===== src/soe_pkg.sv =====
// Package with the constants and types of the status output encoder
package soe_pkg;

  // ************************************************************
  // Status patterns: {high, active, low, fault_free}
  // ************************************************************
  localparam logic [3:0] SOE_PAT_RESET = 4'h8;
  localparam logic [3:0] SOE_PAT_FATAL = 4'h8;
  localparam logic [3:0] SOE_PAT_CONTOUR = 4'ha;
  localparam logic [3:0] SOE_PAT_NO_REF = 4'h4;
  localparam logic [3:0] SOE_PAT_LIMIT = 4'hc;
  localparam logic [3:0] SOE_PAT_OTHER = 4'h6;
  localparam logic [3:0] SOE_PAT_STOP = 4'he;
  localparam logic [3:0] SOE_PAT_MAN_RUN = 4'h5;
  localparam logic [3:0] SOE_PAT_MAN_DONE = 4'hd;
  localparam logic [3:0] SOE_PAT_AUTO_RUN = 4'h7;
  localparam logic [3:0] SOE_PAT_AUTO_STOP = 4'hf;

  // ************************************************************
  // Error kinds
  // ************************************************************
  localparam logic [2:0] SOE_ERR_NONE = 3'h0;
  localparam logic [2:0] SOE_ERR_CONTOUR = 3'h1;
  localparam logic [2:0] SOE_ERR_NO_REF = 3'h2;
  localparam logic [2:0] SOE_ERR_LIMIT = 3'h3;
  localparam logic [2:0] SOE_ERR_OTHER = 3'h4;
  localparam logic [2:0] SOE_ERR_STOP = 3'h5;

  // ************************************************************
  // Display
  // ************************************************************
  localparam int SOE_DEPTH = 8;
  localparam int SOE_AW = 3;
  localparam logic [3:0] SOE_DIG_BLANK = 4'hf;
  localparam logic [3:0] SOE_DIG_MINUS = 4'he;
  // Flash half period 0.25 s at 250 MHz
  localparam int SOE_CLK_MHZ = 250;
  localparam int SOE_FLASH_MS = 250;
  localparam int SOE_FLASH_CYC = SOE_FLASH_MS * 1000 * SOE_CLK_MHZ;
  localparam logic [26:0] SOE_FLASH_RESET = 27'h0;

  // ************************************************************
  // Display modes
  // ************************************************************
  typedef enum logic [2:0] {
    SOE_DISP_OFF,
    SOE_DISP_READY,
    SOE_DISP_ERROR,
    SOE_DISP_VALUE,
    SOE_DISP_DIAG
  } soe_disp_t;

endpackage


===== src/soe_code_mem.sv =====
// Small memory holding the queue of stored error codes
`timescale 1ns/10ps
module soe_code_mem (
  input wire logic clk,
  input wire logic we,
  input wire logic [soe_pkg::SOE_AW-1:0] waddr,
  input wire logic [7:0] wdata,
  input wire logic [soe_pkg::SOE_AW-1:0] raddr,
  output logic [7:0] rdata
);
  import soe_pkg::*;

  logic [7:0] mem [SOE_DEPTH];

  always_ff @(posedge clk) begin
    if (we) begin
      mem[waddr] <= wdata;
    end
  end

  always_ff @(posedge clk) begin
    rdata <= mem[raddr];
  end

endmodule // soe_code_mem


===== src/soe_status_encoder.sv =====
// Status output encoder with error acknowledge and display control
`timescale 1ns/10ps
module soe_status_encoder (
  input wire logic clk,
  input wire logic rst_n,
  // Controller state
  input wire logic fatal_error,
  input wire logic power_ready,
  input wire logic err_contour,
  input wire logic err_no_ref,
  input wire logic err_limit,
  input wire logic err_other,
  input wire logic err_stop,
  input wire logic cause_present,
  input wire logic manual_running,
  input wire logic manual_done,
  input wire logic motor_turning,
  input wire logic dim_setting,
  input wire logic teach_ack,
  input wire logic new_action,
  input wire logic [7:0] err_code,
  input wire logic err_code_valid,
  // Pins and front panel
  input wire logic automatic_run_input,
  input wire logic fault_clear_input,
  input wire logic ack_key,
  input wire logic online_mode,
  input wire logic [7:0] output_ownership_param,
  input wire logic power_stage_init_cmd,
  input wire logic fieldbus_diag_function,
  input wire logic [3:0] fb_diag_in,
  input wire logic show_value,
  input wire logic signed [15:0] value_in,
  input wire logic [3:0] cmd_out,
  // Status outputs
  output logic func_flag_high,
  output logic active,
  output logic func_flag_low,
  output logic fault_free_flag,
  output logic err_pending,
  output logic err_ack_pulse,
  // Display: three digit codes, decimal points, diag lamps
  output logic [3:0] disp_dig2,
  output logic [3:0] disp_dig1,
  output logic [3:0] disp_dig0,
  output logic [2:0] disp_dp,
  output logic disp_ready,
  output logic disp_error,
  output logic [3:0] disp_diag,
  output soe_pkg::soe_disp_t disp_mode
);
  import soe_pkg::*;

  // ************************************************************
  // Pin synchronisers
  // ************************************************************
  logic [4:0] sync1_q;
  logic [4:0] sync2_q;
  logic auto_prev_q;
  logic key_prev_q;
  logic auto_s, clr_s, key_s, init_s, diag_s;

  always_ff @(posedge clk) begin
    if (!rst_n) begin
      sync1_q <= 5'h0;
      sync2_q <= 5'h0;
    end else begin
      sync1_q <= {fieldbus_diag_function, power_stage_init_cmd, ack_key,
                  fault_clear_input, automatic_run_input};
      sync2_q <= sync1_q;
    end
  end

  assign auto_s = sync2_q[0];
  assign clr_s = sync2_q[1];
  assign key_s = sync2_q[2];
  assign init_s = sync2_q[3];
  assign diag_s = sync2_q[4];

  always_ff @(posedge clk) begin
    if (!rst_n) begin
      auto_prev_q <= 1'b0;
      key_prev_q <= 1'b0;
    end else begin
      auto_prev_q <= auto_s;
      key_prev_q <= key_s;
    end
  end

  logic auto_edge, key_press;
  assign auto_edge = auto_s ^ auto_prev_q;
  assign key_press = key_s & ~key_prev_q;

  // ************************************************************
  // Error state
  // ************************************************************
  logic fatal_q;
  logic [2:0] err_q;
  logic [2:0] err_new;
  logic ack_contour, ack_action, ack_any;

  always_comb begin
    err_new = SOE_ERR_NONE;
    if (err_stop) err_new = SOE_ERR_STOP;
    if (err_other) err_new = SOE_ERR_OTHER;
    if (err_limit) err_new = SOE_ERR_LIMIT;
    if (err_no_ref) err_new = SOE_ERR_NO_REF;
    if (err_contour) err_new = SOE_ERR_CONTOUR;
  end

  // Pin clear only for contouring, and never in on-line mode
  assign ack_contour = clr_s & ~online_mode
                       & (err_q == SOE_ERR_CONTOUR);
  assign ack_action = new_action & ~cause_present
                      & (err_q != SOE_ERR_CONTOUR)
                      & (err_q != SOE_ERR_NONE);
  assign ack_any = ack_contour | ack_action;

  // Fatal latches until mains cycle, which is the reset
  always_ff @(posedge clk) begin
    if (!rst_n) begin
      fatal_q <= 1'b0;
    end else if (fatal_error) begin
      fatal_q <= 1'b1;
    end
  end

  // A new error wins over an acknowledge in the same cycle
  always_ff @(posedge clk) begin
    if (!rst_n) begin
      err_q <= SOE_ERR_NONE;
    end else if (err_new != SOE_ERR_NONE) begin
      err_q <= err_new;
    end else if (ack_any) begin
      err_q <= SOE_ERR_NONE;
    end
  end

  assign err_ack_pulse = ack_any;
  assign err_pending = err_q != SOE_ERR_NONE;

  // ************************************************************
  // Status output encoding
  // ************************************************************
  logic [3:0] status_d;
  logic [3:0] status_q;

  always_comb begin
    status_d = SOE_PAT_MAN_RUN;
    if (online_mode && output_ownership_param == 8'h0) begin
      status_d = cmd_out;
    end else if (fatal_q || !power_ready) begin
      status_d = SOE_PAT_FATAL;
    end else begin
      // Key acknowledge touches only the display, not err_q
      case (err_q)
        SOE_ERR_CONTOUR: status_d = SOE_PAT_CONTOUR;
        SOE_ERR_NO_REF: status_d = SOE_PAT_NO_REF;
        SOE_ERR_LIMIT: status_d = SOE_PAT_LIMIT;
        SOE_ERR_OTHER: status_d = SOE_PAT_OTHER;
        SOE_ERR_STOP: status_d = SOE_PAT_STOP;
        default: begin
          if ((auto_s && !motor_turning) || teach_ack) begin
            status_d = SOE_PAT_AUTO_STOP;
          end else if ((auto_s && motor_turning) || dim_setting) begin
            status_d = SOE_PAT_AUTO_RUN;
          end else if (manual_done && !manual_running) begin
            status_d = SOE_PAT_MAN_DONE;
          end else begin
            status_d = SOE_PAT_MAN_RUN;
          end
        end
      endcase
    end
  end

  // One register for all four pins keeps mixed patterns to skew
  always_ff @(posedge clk) begin
    if (!rst_n) begin
      status_q <= SOE_PAT_RESET;
    end else begin
      status_q <= status_d;
    end
  end

  assign {func_flag_high, active, func_flag_low, fault_free_flag} =
    status_q;

  // ************************************************************
  // Stored error codes for the display
  // ************************************************************
  logic [SOE_AW-1:0] wr_q, rd_q;
  logic [SOE_AW:0] cnt_q;
  logic [7:0] code_rd;
  logic push, pop;

  assign push = err_code_valid && cnt_q != (SOE_AW+1)'(SOE_DEPTH);
  // Key, or level change on the run input, clears only the shown code
  assign pop = (key_press || auto_edge) && cnt_q != '0;

  always_ff @(posedge clk) begin
    if (!rst_n) begin
      wr_q <= '0;
      rd_q <= '0;
      cnt_q <= '0;
    end else begin
      if (push) wr_q <= wr_q + 1'b1;
      if (pop) rd_q <= rd_q + 1'b1;
      cnt_q <= cnt_q + (push ? 1'b1 : 1'b0) - (pop ? 1'b1 : 1'b0);
    end
  end

  soe_code_mem i_soe_code_mem (
    .clk(clk),
    .we(push),
    .waddr(wr_q),
    .wdata(err_code),
    .raddr(rd_q),
    .rdata(code_rd)
  );

  // ************************************************************
  // Flash timebase and power stage state
  // ************************************************************
  logic [26:0] flash_cnt_q;
  logic flash_q;
  logic pwr_on_q;

  always_ff @(posedge clk) begin
    if (!rst_n) begin
      flash_cnt_q <= SOE_FLASH_RESET;
      flash_q <= 1'b0;
    end else if (flash_cnt_q == 27'(SOE_FLASH_CYC - 1)) begin
      flash_cnt_q <= SOE_FLASH_RESET;
      flash_q <= ~flash_q;
    end else begin
      flash_cnt_q <= flash_cnt_q + 27'h1;
    end
  end

  // In on-line mode the stage counts as on only after the init command
  always_ff @(posedge clk) begin
    if (!rst_n) begin
      pwr_on_q <= 1'b0;
    end else if (!power_ready) begin
      pwr_on_q <= 1'b0;
    end else if (!online_mode || init_s) begin
      pwr_on_q <= 1'b1;
    end
  end

  // ************************************************************
  // Display control
  // ************************************************************
  function automatic logic [3:0] soe_bcd(input logic [15:0] v,
                                         input int div);
    soe_bcd = 4'((v / 16'(div)) % 16'h000a);
  endfunction

  logic [15:0] mag;
  logic neg, big;
  assign neg = value_in < 0;
  assign mag = neg ? 16'(-value_in) : 16'(value_in);
  assign big = mag > 16'h0063;

  always_ff @(posedge clk) begin
    if (!rst_n) begin
      disp_mode <= SOE_DISP_OFF;
      disp_dig2 <= SOE_DIG_BLANK;
      disp_dig1 <= SOE_DIG_BLANK;
      disp_dig0 <= SOE_DIG_BLANK;
      disp_dp <= 3'h0;
      disp_ready <= 1'b0;
      disp_error <= 1'b0;
      disp_diag <= 4'h0;
    end else begin
      disp_ready <= 1'b0;
      disp_error <= 1'b0;
      disp_dp <= 3'h0;
      disp_diag <= 4'h0;
      disp_dig2 <= SOE_DIG_BLANK;
      disp_dig1 <= SOE_DIG_BLANK;
      disp_dig0 <= SOE_DIG_BLANK;
      if (diag_s) begin
        disp_mode <= SOE_DISP_DIAG;
        disp_diag <= fb_diag_in;
      end else if (cnt_q != '0) begin
        disp_mode <= SOE_DISP_ERROR;
        disp_error <= 1'b1;
        // Code lit while flash_q is low; the timebase runs free, so a new error can wait up to a half period
        if (!flash_q) begin
          disp_dig1 <= code_rd[7:4];
          disp_dig0 <= code_rd[3:0];
        end
      end else if (show_value) begin
        disp_mode <= SOE_DISP_VALUE;
        disp_dig0 <= soe_bcd(mag, 1);
        disp_dig1 <= soe_bcd(mag, 10);
        if (neg && !big) begin
          disp_dig2 <= SOE_DIG_MINUS;
        end else begin
          disp_dig2 <= soe_bcd(mag, 100);
          if (neg) disp_dp <= flash_q ? 3'h0 : 3'h7;
        end
      end else if (pwr_on_q) begin
        disp_mode <= SOE_DISP_READY;
        disp_ready <= 1'b1;
      end else begin
        disp_mode <= SOE_DISP_OFF;
      end
    end
  end

endmodule // soe_status_encoder


===== config.mk =====
export PLATFORM = sky130hd
export DESIGN_NAME = soe_status_encoder
export DESIGN_NICKNAME = d
export VERILOG_FILES = /design/src/soe_pkg.sv /design/src/soe_code_mem.sv /design/src/soe_status_encoder.sv
export SDC_FILE = /design/constraint.sdc
export NUM_CORES = 1
export LEC_CHECK = 0
export BUFFER_PORTS_ARGS = -buffer_cell sky130_fd_sc_hd__buf_2
export CAP_MARGIN = 10
export CORE_AREA = 8 8 146 148
export DETAILED_ROUTE_END_ITERATION = 12
export DIE_AREA = 0 0 154 156
export GPL_TIMING_DRIVEN = 0
export PLACE_DENSITY_LB_ADDON = 0.1
export SETUP_SLACK_MARGIN = 0.3
export SLEW_MARGIN = 10
export SYNTH_ARGS = -nofsm -noshare
export SYNTH_HDL_FRONTEND = slang
export SYNTH_SLANG_ARGS = --single-unit

===== constraint.sdc =====
create_clock -name clk -period 12.2 [get_ports clk]
set_input_delay 2.44 -clock clk [delete_from_list [all_inputs] [get_ports clk]]
set_output_delay 2.44 -clock clk [all_outputs]
set_load 0.01 [all_outputs]

Yosys cells after proc, flatten, opt, wreduce, memory -nomap -nowiden
Memory sizes are Yosys's and may differ from the RTL's. A register that Yosys moved wholly into a read port is not among the register bits.
Index checks and enable logic that the tools add are counted.
{"block": "totals", "regBits": 83, "latchBits": 0, "ram_bits": 64, "romBits": 0, "in_bits": 64, "output_inout_bits": 30, "word_cells": 124, "memories": 1}
{"block": "op_classes", "addsub": 6, "n_mul": 0, "div_mod_pow": 5, "order_cmp": 2, "eq_ne": 8, "n_shift": 0, "muxes": 32, "bitwise_logic": 15, "n_reduce_logical": 31}
{"memory": "i_soe_code_mem.mem", "words": 8, "word_bits": 8, "rd": 1, "rd_ports_with_merged_regs": 1, "write_ports": 1, "line_no": "soe_code_mem.sv:13", "source": "logic [7:0] mem [SOE_DEPTH];"}
{"cell": "modulo 16 x 4 -> 16 bit, second input constant", "count": 3}
{"cell": "two-way mux 4 bit", "count": 11}
{"cell": "adder 27 x 1 -> 27 bit, second input constant", "count": 1}
{"cell": "equality test 27 x 26 -> 1 bit, second input constant", "count": 1}
{"cell": "two-way mux 3 bit", "count": 9}
{"cell": "one-hot mux 4 bit (5 select lines)", "count": 1}
{"cell": "divider 16 x 4 -> 16 bit, second input constant", "count": 1}
{"cell": "divider 16 x 7 -> 16 bit, second input constant", "count": 1}
{"cell": "greater-than comparator 16 x 7 -> 1 bit, second input constant", "count": 1}
{"cell": "less-than comparator 16 x 1 -> 1 bit, second input constant", "count": 1}
{"cell": "two-way mux 16 bit", "count": 1}
{"cell": "negator 16 bit", "count": 1}
{"cell": "logical NOT 8 bit", "count": 1}
{"cell": "two-way mux 1 bit", "count": 8}
{"cell": "OR reduction 4 bit", "count": 2}
{"cell": "logical AND 1 bit", "count": 7}
{"cell": "inverter 1 bit", "count": 7}
{"cell": "adder 3 x 1 -> 3 bit, second input constant", "count": 2}
{"cell": "bitwise AND 1 bit", "count": 6}
{"cell": "equality test 3 x 2 -> 1 bit, second input constant", "count": 2}
{"cell": "equality test 3 bit, second input constant", "count": 2}
{"cell": "nonzero test 3 bit", "count": 2}
{"cell": "OR reduction 6 bit", "count": 1}
{"cell": "logical NOT 1 bit", "count": 5}
{"cell": "15 further kinds", "count": 22}

Depth between registers and ports, before layout
Gate-level depths: netlist (run 1).
{"block": "logic_depth", "word_depth": 8, "mapped_depth": 38, "ltp_nobuf": 32}

Modules after synthesis
From an unflattened synthesis (run 1), not the netlist that was laid out.
{"block": "hier_totals", "cells_unflattened": 1141, "hier_area_um2": 10536.4}
{"mod": "soe_status_encoder", "n_inst": 1, "cells_per_inst": 1027, "area_per_inst_um2": 7845.0, "seq_area_each_um2": 1621.6}
{"mod": "soe_code_mem", "n_inst": 1, "cells_per_inst": 114, "area_per_inst_um2": 2691.3, "seq_area_each_um2": 2082.0}

Worst setup path after synthesis (run 1)
OpenSTA, ideal clock, no wires.
{"block": "synth_timing", "path_type": "input to register", "startpoint": "input port value_in[12]", "endpoint": "register disp_dig1[3]", "setup_time_ns": 0.132, "arrival_time_ns": 9.580, "required_time_ns": 12.068, "slack_ns": 2.487, "cell_stages": 36, "path_buffers": 6, "path_cell_list": "clkbuf_1 > or4_1 > buf_2 > o41a_1 > buf_2 > xnor2_2 > o21ai_1 > nor3_2 > o31ai_1 > a22o_1 > buf_2 > o31a_1 > a2111o_1 > mux2_4 > o21a_1 > nand3_1 > and3_1 > nor4_1 > o22ai_2 > a21o_1 > buf_4 > inv_2 > buf_2 > nand2_1 > nand2_1 > inv_1 > ha_1 > and2_1 > a311o_1 > a2111oi_0 > o2111a_1 > a21oi_2 > a21oi_2 > nor3_1 > a2111oi_2 > a211oi_2"}
{"block": "synth_between", "elab_chain_len": 6, "word_cells_on_any_way": 7, "classes_between": "add/sub (1); div (2); order compare (1); mux (3)"}
{"item": "start: declaration", "line_no": "soe_status_encoder.sv:33", "source": "input wire logic signed [15:0] value_in,"}
{"item": "negator 16 bit or less-than comparator 16 x 1 -> 1 bit (tied branches)", "line_no": "soe_status_encoder.sv:263, soe_status_encoder.sv:262"}
{"item": "two-way mux 16 bit (*)", "line_no": "soe_status_encoder.sv:263", "source": "assign mag = neg ? 16'(-value_in) : 16'(value_in);"}
{"item": "divider 16 x 4 -> 16 bit (*)", "line_no": "soe_status_encoder.sv:257", "source": "soe_bcd = 4'((v / 16'(div)) % 16'h000a);"}
{"item": "modulo 16 x 4 -> 16 bit (*)", "line_no": "soe_status_encoder.sv:257"}
{"item": "two-way mux 4 bit (*)", "line_no": "soe_status_encoder.sv:295", "source": "end else if (show_value) begin"}
{"item": "two-way mux 4 bit (*)", "line_no": "soe_status_encoder.sv:287", "source": "end else if (cnt_q != '0) begin"}
{"item": "end signal: assignment", "line_no": "soe_status_encoder.sv:292", "source": "disp_dig1 <= code_rd[7:4];"}
{"item": "end signal: assignment", "line_no": "soe_status_encoder.sv:298", "source": "disp_dig1 <= soe_bcd(mag, 10);"}
{"item": "end: declaration", "line_no": "soe_status_encoder.sv:44", "source": "output logic [3:0] disp_dig1,"}
Every way passes the cells marked *; elsewhere a longest branch is shown, timed or not.
A chain may end at the register's enable or synchronous reset.

Worst setup path in the final report (run 1)
{"block": "layout_timing", "startpoint": "input port value_in[0]", "endpoint": "register disp_dig1[3]"}
The elaborated chain is that of the path after synthesis.

==> results by group, run 1 <==
Synthesis
  – Synth Cell Area: 0.0112 mm²
  – Post-synthesis instance total: between 1000 and 1500
  – Most frequent cell after synthesis: nor2_1
  – Ys flop type: dfxtp_1
  – Asr flop ratio synth: 0%
  – Post-synth EDFFs: 64
  – Post-synthesis sequential area ratio: between 30% and 40%
  – Post-synth top area share: ~17%
  – Netlist cell types: 120
  – Yosys warnings: 0
  – Syn nets: between 1000 and 1500
  – Post-synth top area cell: edfxtp_1
  – Top post-synthesis cells by area: edfxtp_1, dfxtp_1, nor2_1, xnor2_1, mux4_2
  – Synth cell count leaders: nor2_1, nand2_1, dfxtp_1
  – #FFs+latches synth: 153
  – Avg Synthesized Cell Area: around 9.0 µm²

Global routing
  – First-pass GRT wire length: 50700 µm
  – Largest net degree at the start of global routing: 17
  – Grt ovf: 0
  – Initial antenna violation count: 1
  – Vias in the first global route: 10300
  – Total track usage: between 20% and 30%

Timing
  – Total negative slack: 0 ps
  – Slew Limit Fails: 0
  – Period utilization: between 80% and 90%
  – Worst Clk Skew: about 7.6 ps
  – # setup viols final: 0
  – Worst Tran Pin Value: between 900 and 1000 ps
  – Final worst path period need: roughly 11000 ps
  – Hold Violations, Final: 0
  – Max-slew headroom at the worst pin: a little over a third
  – Fmax: slightly above 90 MHz
  – RSZ-0062 raised after global routing: no

Floorplan
  – Initial Util: between 50 and 60%
  – Die X-Extent: between 150 and 200 µm
  – I/O pins: 94
  – Row count: slightly above 50
  – Die height: 156 µm
  – Core outline area: 0.0191 mm²
  – Die area: around 0.024 mm²

Critical path
  – Crit path capture: disp_dig1[3]$_SDFF_PP1_
  – Worst path arrival time: around 11000 ps
  – CP startpoint: value_in[0]
  – Crit-path max FO: 10
  – Worst Reg-to-Reg Cells: 4
  – Most frequent CP cell: buf_2
  – Worst reg2reg path endpoint: i_soe_code_mem.rdata[4]$_DFF_P_
  – Largest stage delay, worst path: roughly 730 ps
  – Crit start category: input port
  – CP max stage cell: nor4_1
  – RR Startpoint: rd_q[0]$_SDFFE_PN0P_
  – Crit Path Class: input port to flip-flop
  – R2r setup slk: 9510 ps
  – Worst setup EP type: flip-flop
  – Worst EP required: ~12000 ps

Clock network
  – CTS tree: done
  – CTS Hold Bufs: 0
  – Post_cts resized: 0
  – Post-CTS setup buffer count: 0
  – Clock Tree Buf Depth: 2
  – Clk pin slew, worst setup/hold paths: about 60 ps
  – CTS buffer count: 17
  – CTS sink cnt: approximately 150
  – H-Tree Depth: 4
  – Root Driver: clkbuf_16
  – Insertion delay to the later sink of the worst-skew pair: 410 ps

Detailed routing
  – Drt drc: 0
  – Routed vias/inst: 6.54
  – Via count: 10500
  – Final ANT Viol Nets: 0
  – Drt initial violations: about 780
  – Routed wire length: between 30000 and 40000 µm
  – WL/cell: between 15 and 20 µm
  – Detailed Routing Iterations Pass 1: 5

Hold path
  – Hold_sp: sync1_q[0]$_SDFF_PN0_
  – HP Class: flip-flop to flip-flop

Cells and area
  – Synthesis-to-finish area growth: 11.7%
  – Design area: ~0.012 mm²
  – Inserted Diodes: 0
  – Nets: 1434
  – Share of post-route cells with drive strength above 1: a little under a fifth

Run
  – Max Cap Viol: 0

Placement
  – Post-DP Area: 0.0119 mm²
  – Port bufs: slightly below 90
  – Hpwl dp: ~23000 µm
  – Final Wtd Congestion: a little over 0.9

Pwr
  – Power, Total: 2.90 mW
  – Power density over the cells: ~230 mW/mm²
  – Static leakage: ~4.5 nW
  – Peak supply drop: 154 µV

Status
  – Status: complete, no violations
[placed cells by master, fill, tap and decap left out, drive strengths merged, types with 6 or more instances in the layout]
master / synthesis / layout
a311oi: 10 / 10
mux2: 10 / 10
a311o: 6 / 6
clkbuf: 44 / 63
a21oi: 55 / 55
nand4: 17 / 17
a211oi: 21 / 21
mux2i: 13 / 13
o211ai: 18 / 18
o221ai: 6 / 6
xor2: 31 / 31
xnor2: 51 / 51
buf: 36 / 124
nand2: 99 / 99
mux4: 16 / 16
nor3: 43 / 43
edfxtp: 64 / 64
dfxtp: 89 / 89
nor2b: 17 / 17
a21o: 11 / 11
nor4: 19 / 19
o21a: 16 / 16
inv: 25 / 34
a31oi: 27 / 27
a211o: 7 / 7
a22oi: 6 / 6
ha: 18 / 18
nand3: 46 / 46
o21ai: 68 / 68
nor2: 122 / 122
a2111oi: 11 / 11
nand2b: 17 / 17
a21boi: 7 / 7
o22ai: 7 / 7
a41oi: 6 / 6
or3: 9 / 9
and2: 34 / 34
and3: 20 / 20
o31ai: 24 / 24
[cell families (layout without fill, tap and decap cells)]
family	Yosys count	in the layout	synth area share (%)
AOI/OAI and AO/OA	376	376	26.0
xor gates and xnor gates	83	83	6.84
adders and majority gates	21	21	2.38
buffers and inverters	106	226	4.37
DFF	153	153	33.2
muxes	39	39	5.66
and+or+nand+nor	466	466	21.6
[layout make-up]
type                       count  area (µm²)
clock inverter                13         110
timing repair buffer          88         440
tap                          238         298
inverter                      26        97.6
buffer                        80         390
sequential                   153        3700
clock buffer                  19         443
fill                        1577        6610
multi-input combinational    985        6980
[worst max-delay path, delay by kind of cell]
| kind | cells | cell delay (ps) |
|---|---|---|
| buffers and inverters | 8 | 1380 |
| adder cells (fa/ha/maj) | 2 | 550 |
| multiplexers | 1 | 130 |
| AO/OA/AOI/OAI | 14 | 3530 |
| XOR/XNOR | 1 | 250 |
| AND/OR/NAND/NOR | 10 | 2730 |
[report_power, final]
group	leakage [nW]	internal (mW)	switching [mW]	total, mW
combinational	2.96	0.699	1.10	1.80
sequential	1.31	0.585	0.0200	0.605
clock	0.271	0.272	0.215	0.488
total	4.55	1.56	1.34	2.90
[worst min-delay path by stage]
stage | end | cells after the start
finish | sync2_q[0]$_SDFF_PN0_ | 1
global route | sync2_q[3]$_SDFF_PN0_ | 1
CTS | sync2_q[0]$_SDFF_PN0_ | 1
detailed placement | sync2_q[0]$_SDFF_PN0_ | 1
global placement | sync2_q[0]$_SDFF_PN0_ | 1
floorplan | sync2_q[0]$_SDFF_PN0_ | 1
[metal layers]
metal	vias to the layer above	global-route usage, %	share of wire (%)
li1	4953	-	-
met2	477	42.7	47
met4	2	11.8	3.6
met3	81	4.07	6.4
met1	4969	31.9	43
met5	-	0	0.055
[per-stage QoR]
stage                     std cells  hold slack (ps)  setup slack, ps  utilization [%]
after CTS                      1602              434             1630             65.3
final                          1602              434             1460             65.3
after floorplan                1244              412             2490                -
after global placement         1570              413             1260             62.4
after global routing           1602              445              853             65.3
after detailed placement       1570              420             1200             62.4
[sequential cells by signal, summed over array words and instances (netlist names), 4 cells and up]
register / cells
i_soe_code_mem.mem: 64
flash_cnt_q: 27
i_soe_code_mem.rdata: 8
sync1_q: 5
sync2_q: 5
cnt_q: 4
disp_diag: 4
disp_dig0: 4
disp_dig1: 4
disp_dig2: 4
status_q: 4
Note: power is estimated with default switching activity, not from simulation.
==> run 2, diff against run 1 <==
--- a/config.mk
+++ b/config.mk
@@ -12,6 +12,7 @@
 export DIE_AREA = 0 0 154 156
 export GPL_TIMING_DRIVEN = 0
 export PLACE_DENSITY_LB_ADDON = 0.1
+export REMOVE_ABC_BUFFERS = 1
 export SETUP_SLACK_MARGIN = 0.3
 export SLEW_MARGIN = 10
 export SYNTH_ARGS = -nofsm -noshare
==> run 2 against run 1 <==
Net effect:
- cell count fell by 4.2%
- die area did not move
- sequential share of layout area rose by 0.24 points
- first-iteration DRC count fell by 7.8%
==> results by group, run 2 (synthesis results as in run 1) <==
Status
  – Status: complete, no violations

Cells and area
  – Most frequent cells in the layout: nor2_1, nand2_1, buf_2
  – Share of post-route cells with drive strength above 1: 19.1% (+0.88 points)
  – Commonest non-fill, non-tap cell in the layout: nor2_1
  – Biggest regs: i_soe_code_mem.mem x64, flash_cnt_q x27, i_soe_code_mem.rdata x8
  – Max FFs per register: 64 (unchanged)
  – Fillers: 1555 (-1.4%)
  – Nets: 1366 (-4.7%)
  – Largest reg by FF count: i_soe_code_mem.mem
  – Inserted Diodes: 0 (unchanged)
  – Synthesis-to-finish area growth: 10.8%

Timing
  – Hold Violations, Final: 0 (unchanged)
  – Fmax: 90.2 MHz (-3.1%)
  – Worst Tran Pin Value: 1230 ps (+284 ps)
  – Max-slew headroom at the worst pin: 17.2% (-19 points)
  – Worst Clk Skew: 19.8 ps (+12.2 ps)
  – Total negative slack: 0 ps (unchanged)
  – Slew Limit Fails: 0 (unchanged)
  – Final worst path period need: 11090 ps (+344 ps)
  – # setup viols final: 0 (unchanged)
  – Period utilization: 90.9% (+2.8 points)
  – RSZ-0062 raised after global routing: no

Detailed routing
  – Final ANT Viol Nets: 0 (unchanged)
  – Met2 routed WL: 14200 µm (-2.9%)
  – Detailed Routing Iterations Pass 1: 6 (+1)
  – Met1 WL: 12100 µm (-9.6%)
  – Uppermost layer routed: met4
  – Drt initial violations: 717 (-7.8%)
  – WL/cell: 18.5 µm (-4.6%)
  – Drt drc: 0 (unchanged)
  – Routed wire length: 28400 µm (-8.6%)
  – Routed vias/inst: 6.50 (-0.66%)
  – Via count: 9971 (-4.9%)
  – Metal3 WL: 1380 µm (-30%)

Floorplan
  – I/O pins: 94 (unchanged)
  – Core outline area: 0.0191 mm² (unchanged)
  – Die area: 0.0240 mm² (unchanged)
  – Row count: 51 (unchanged)
  – Die X-Extent: 154 µm (unchanged)
  – Initial Util: 58.5% (unchanged)
  – Die height: 156 µm (unchanged)

Critical path
  – CP max stage cell: nor4_1
  – Crit Path Class: input port to flip-flop
  – Crit start category: input port
  – CP startpoint: value_in[0]
  – RR Startpoint: cnt_q[2]$_SDFF_PN0_
  – Worst setup EP type: flip-flop
  – Largest stage delay, worst path: 770 ps (+40 ps)
  – Worst EP required: 12500 ps (about the same)
  – Worst path arrival time: 11390 ps (+360 ps)
  – Crit-path max FO: 14 (+4)

Run
  – Max Cap Viol: 0 (unchanged)

Clock network
  – CTS tree: done
  – CTS Hold Bufs: 0 (unchanged)
  – CTS sink cnt: 153 (unchanged)
  – Clk pin slew, worst setup/hold paths: 70 ps (about the same)
  – Root Driver: clkbuf_16
  – CTS buffer count: 17 (unchanged)
  – Insertion delay to the later sink of the worst-skew pair: 430 ps (+20 ps)
  – Clock Tree Buf Depth: 2 (unchanged)
  – H-Tree Depth: 4 (unchanged)

Global routing
  – Largest net degree at the start of global routing: 40 (+23)
  – Grt ovf: 0 (unchanged)
  – Initial antenna violation count: 0 (-1)
  – Vias in the first global route: 9137 (-11%)
  – First-pass GRT wire length: 45600 µm (-10%)
  – Total track usage: 23.0% (-2.5 points)

Placement
  – Port bufs: 93 (+5.7%)
  – Hpwl dp: 20200 µm (-13%)
  – Final Wtd Congestion: 0.889 (-4.7%)

Hold path
  – Hold_sp: sync1_q[4]$_SDFF_PN0_
  – HP Class: flip-flop to flip-flop

Pwr
  – Peak supply drop: 177 µV (+15%)
  – Power, Total: 2.87 mW (-0.94%)
  – Power density over the cells: 232 mW/mm² (-0.19%)
  – Static leakage: 4.49 nW (-1.1%)
-- run 2: layer usage --
layer	global-route usage, %	up-vias
li1	-	4818
met1	28.5	4764
met2	40.0	338
met3	3.55	51
met4	7.93	0
met5	0	-
-- run 2: power breakdown --
| part | switching, mW | total [mW] | internal (mW) | leakage (nW) |
|---|---|---|---|---|
| clock | 0.241 | 0.547 | 0.306 | 0.306 |
| combinational | 1.04 | 1.71 | 0.663 | 2.88 |
| sequential | 0.0303 | 0.615 | 0.585 | 1.31 |
-- run 2: path summary, 6_finish.rpt --
check / end / slack (ps) / cells after the start
max: disp_dig1[3]$_SDFF_PP1_ / 1110 / 32
min: sync2_q[4]$_SDFF_PN0_ / 440 / 1
max reg2reg: cnt_q[2]$_SDFF_PN0_ / 9610 / 11
min reg2reg: sync2_q[4]$_SDFF_PN0_ / 440 / 1
-- run 2: area by class of cell --
class                   instances  area (µm²)  share of cell area [%]
repair buffers                100         552                    4.46
clock buffers                  18         450                    3.64
inverters                      26        97.6                   0.789
multi-input cells             985        7100                    57.4
well taps                     238         298                    2.41
clock inverters                14         166                    1.34
flip-flops and latches        153        3700                    29.9
-- run 2: critical path: cells and delay by family --
kind / cells / cell delay (ps)
mux: 1 / 370
simple gates: 6 / 1890
xor+xnor: 1 / 310
buf+inv: 4 / 510
compound gates: 18 / 5310
fa+ha+maj: 2 / 520
-- run 2: what timing repair did --
item / CTS / global route
setup buffers: 0 / 0
endpoints found under the setup margin: 0 / 3
resized for setup: 0 / 7
-- run 2: through the flow --
stage                     setup WS (ps)  cell area (µm²)  cells  hold WS [ps]  util, %
after floorplan                    1190            10800   1164           412        -
after global placement             -711            11500   1495           413     60.5
after detailed placement            167            11700   1502           422     61.3
after CTS                           589            12300   1534           439     64.5
after global routing                336            12400   1534           443     64.9
final                              1110            12400   1534           438     64.9
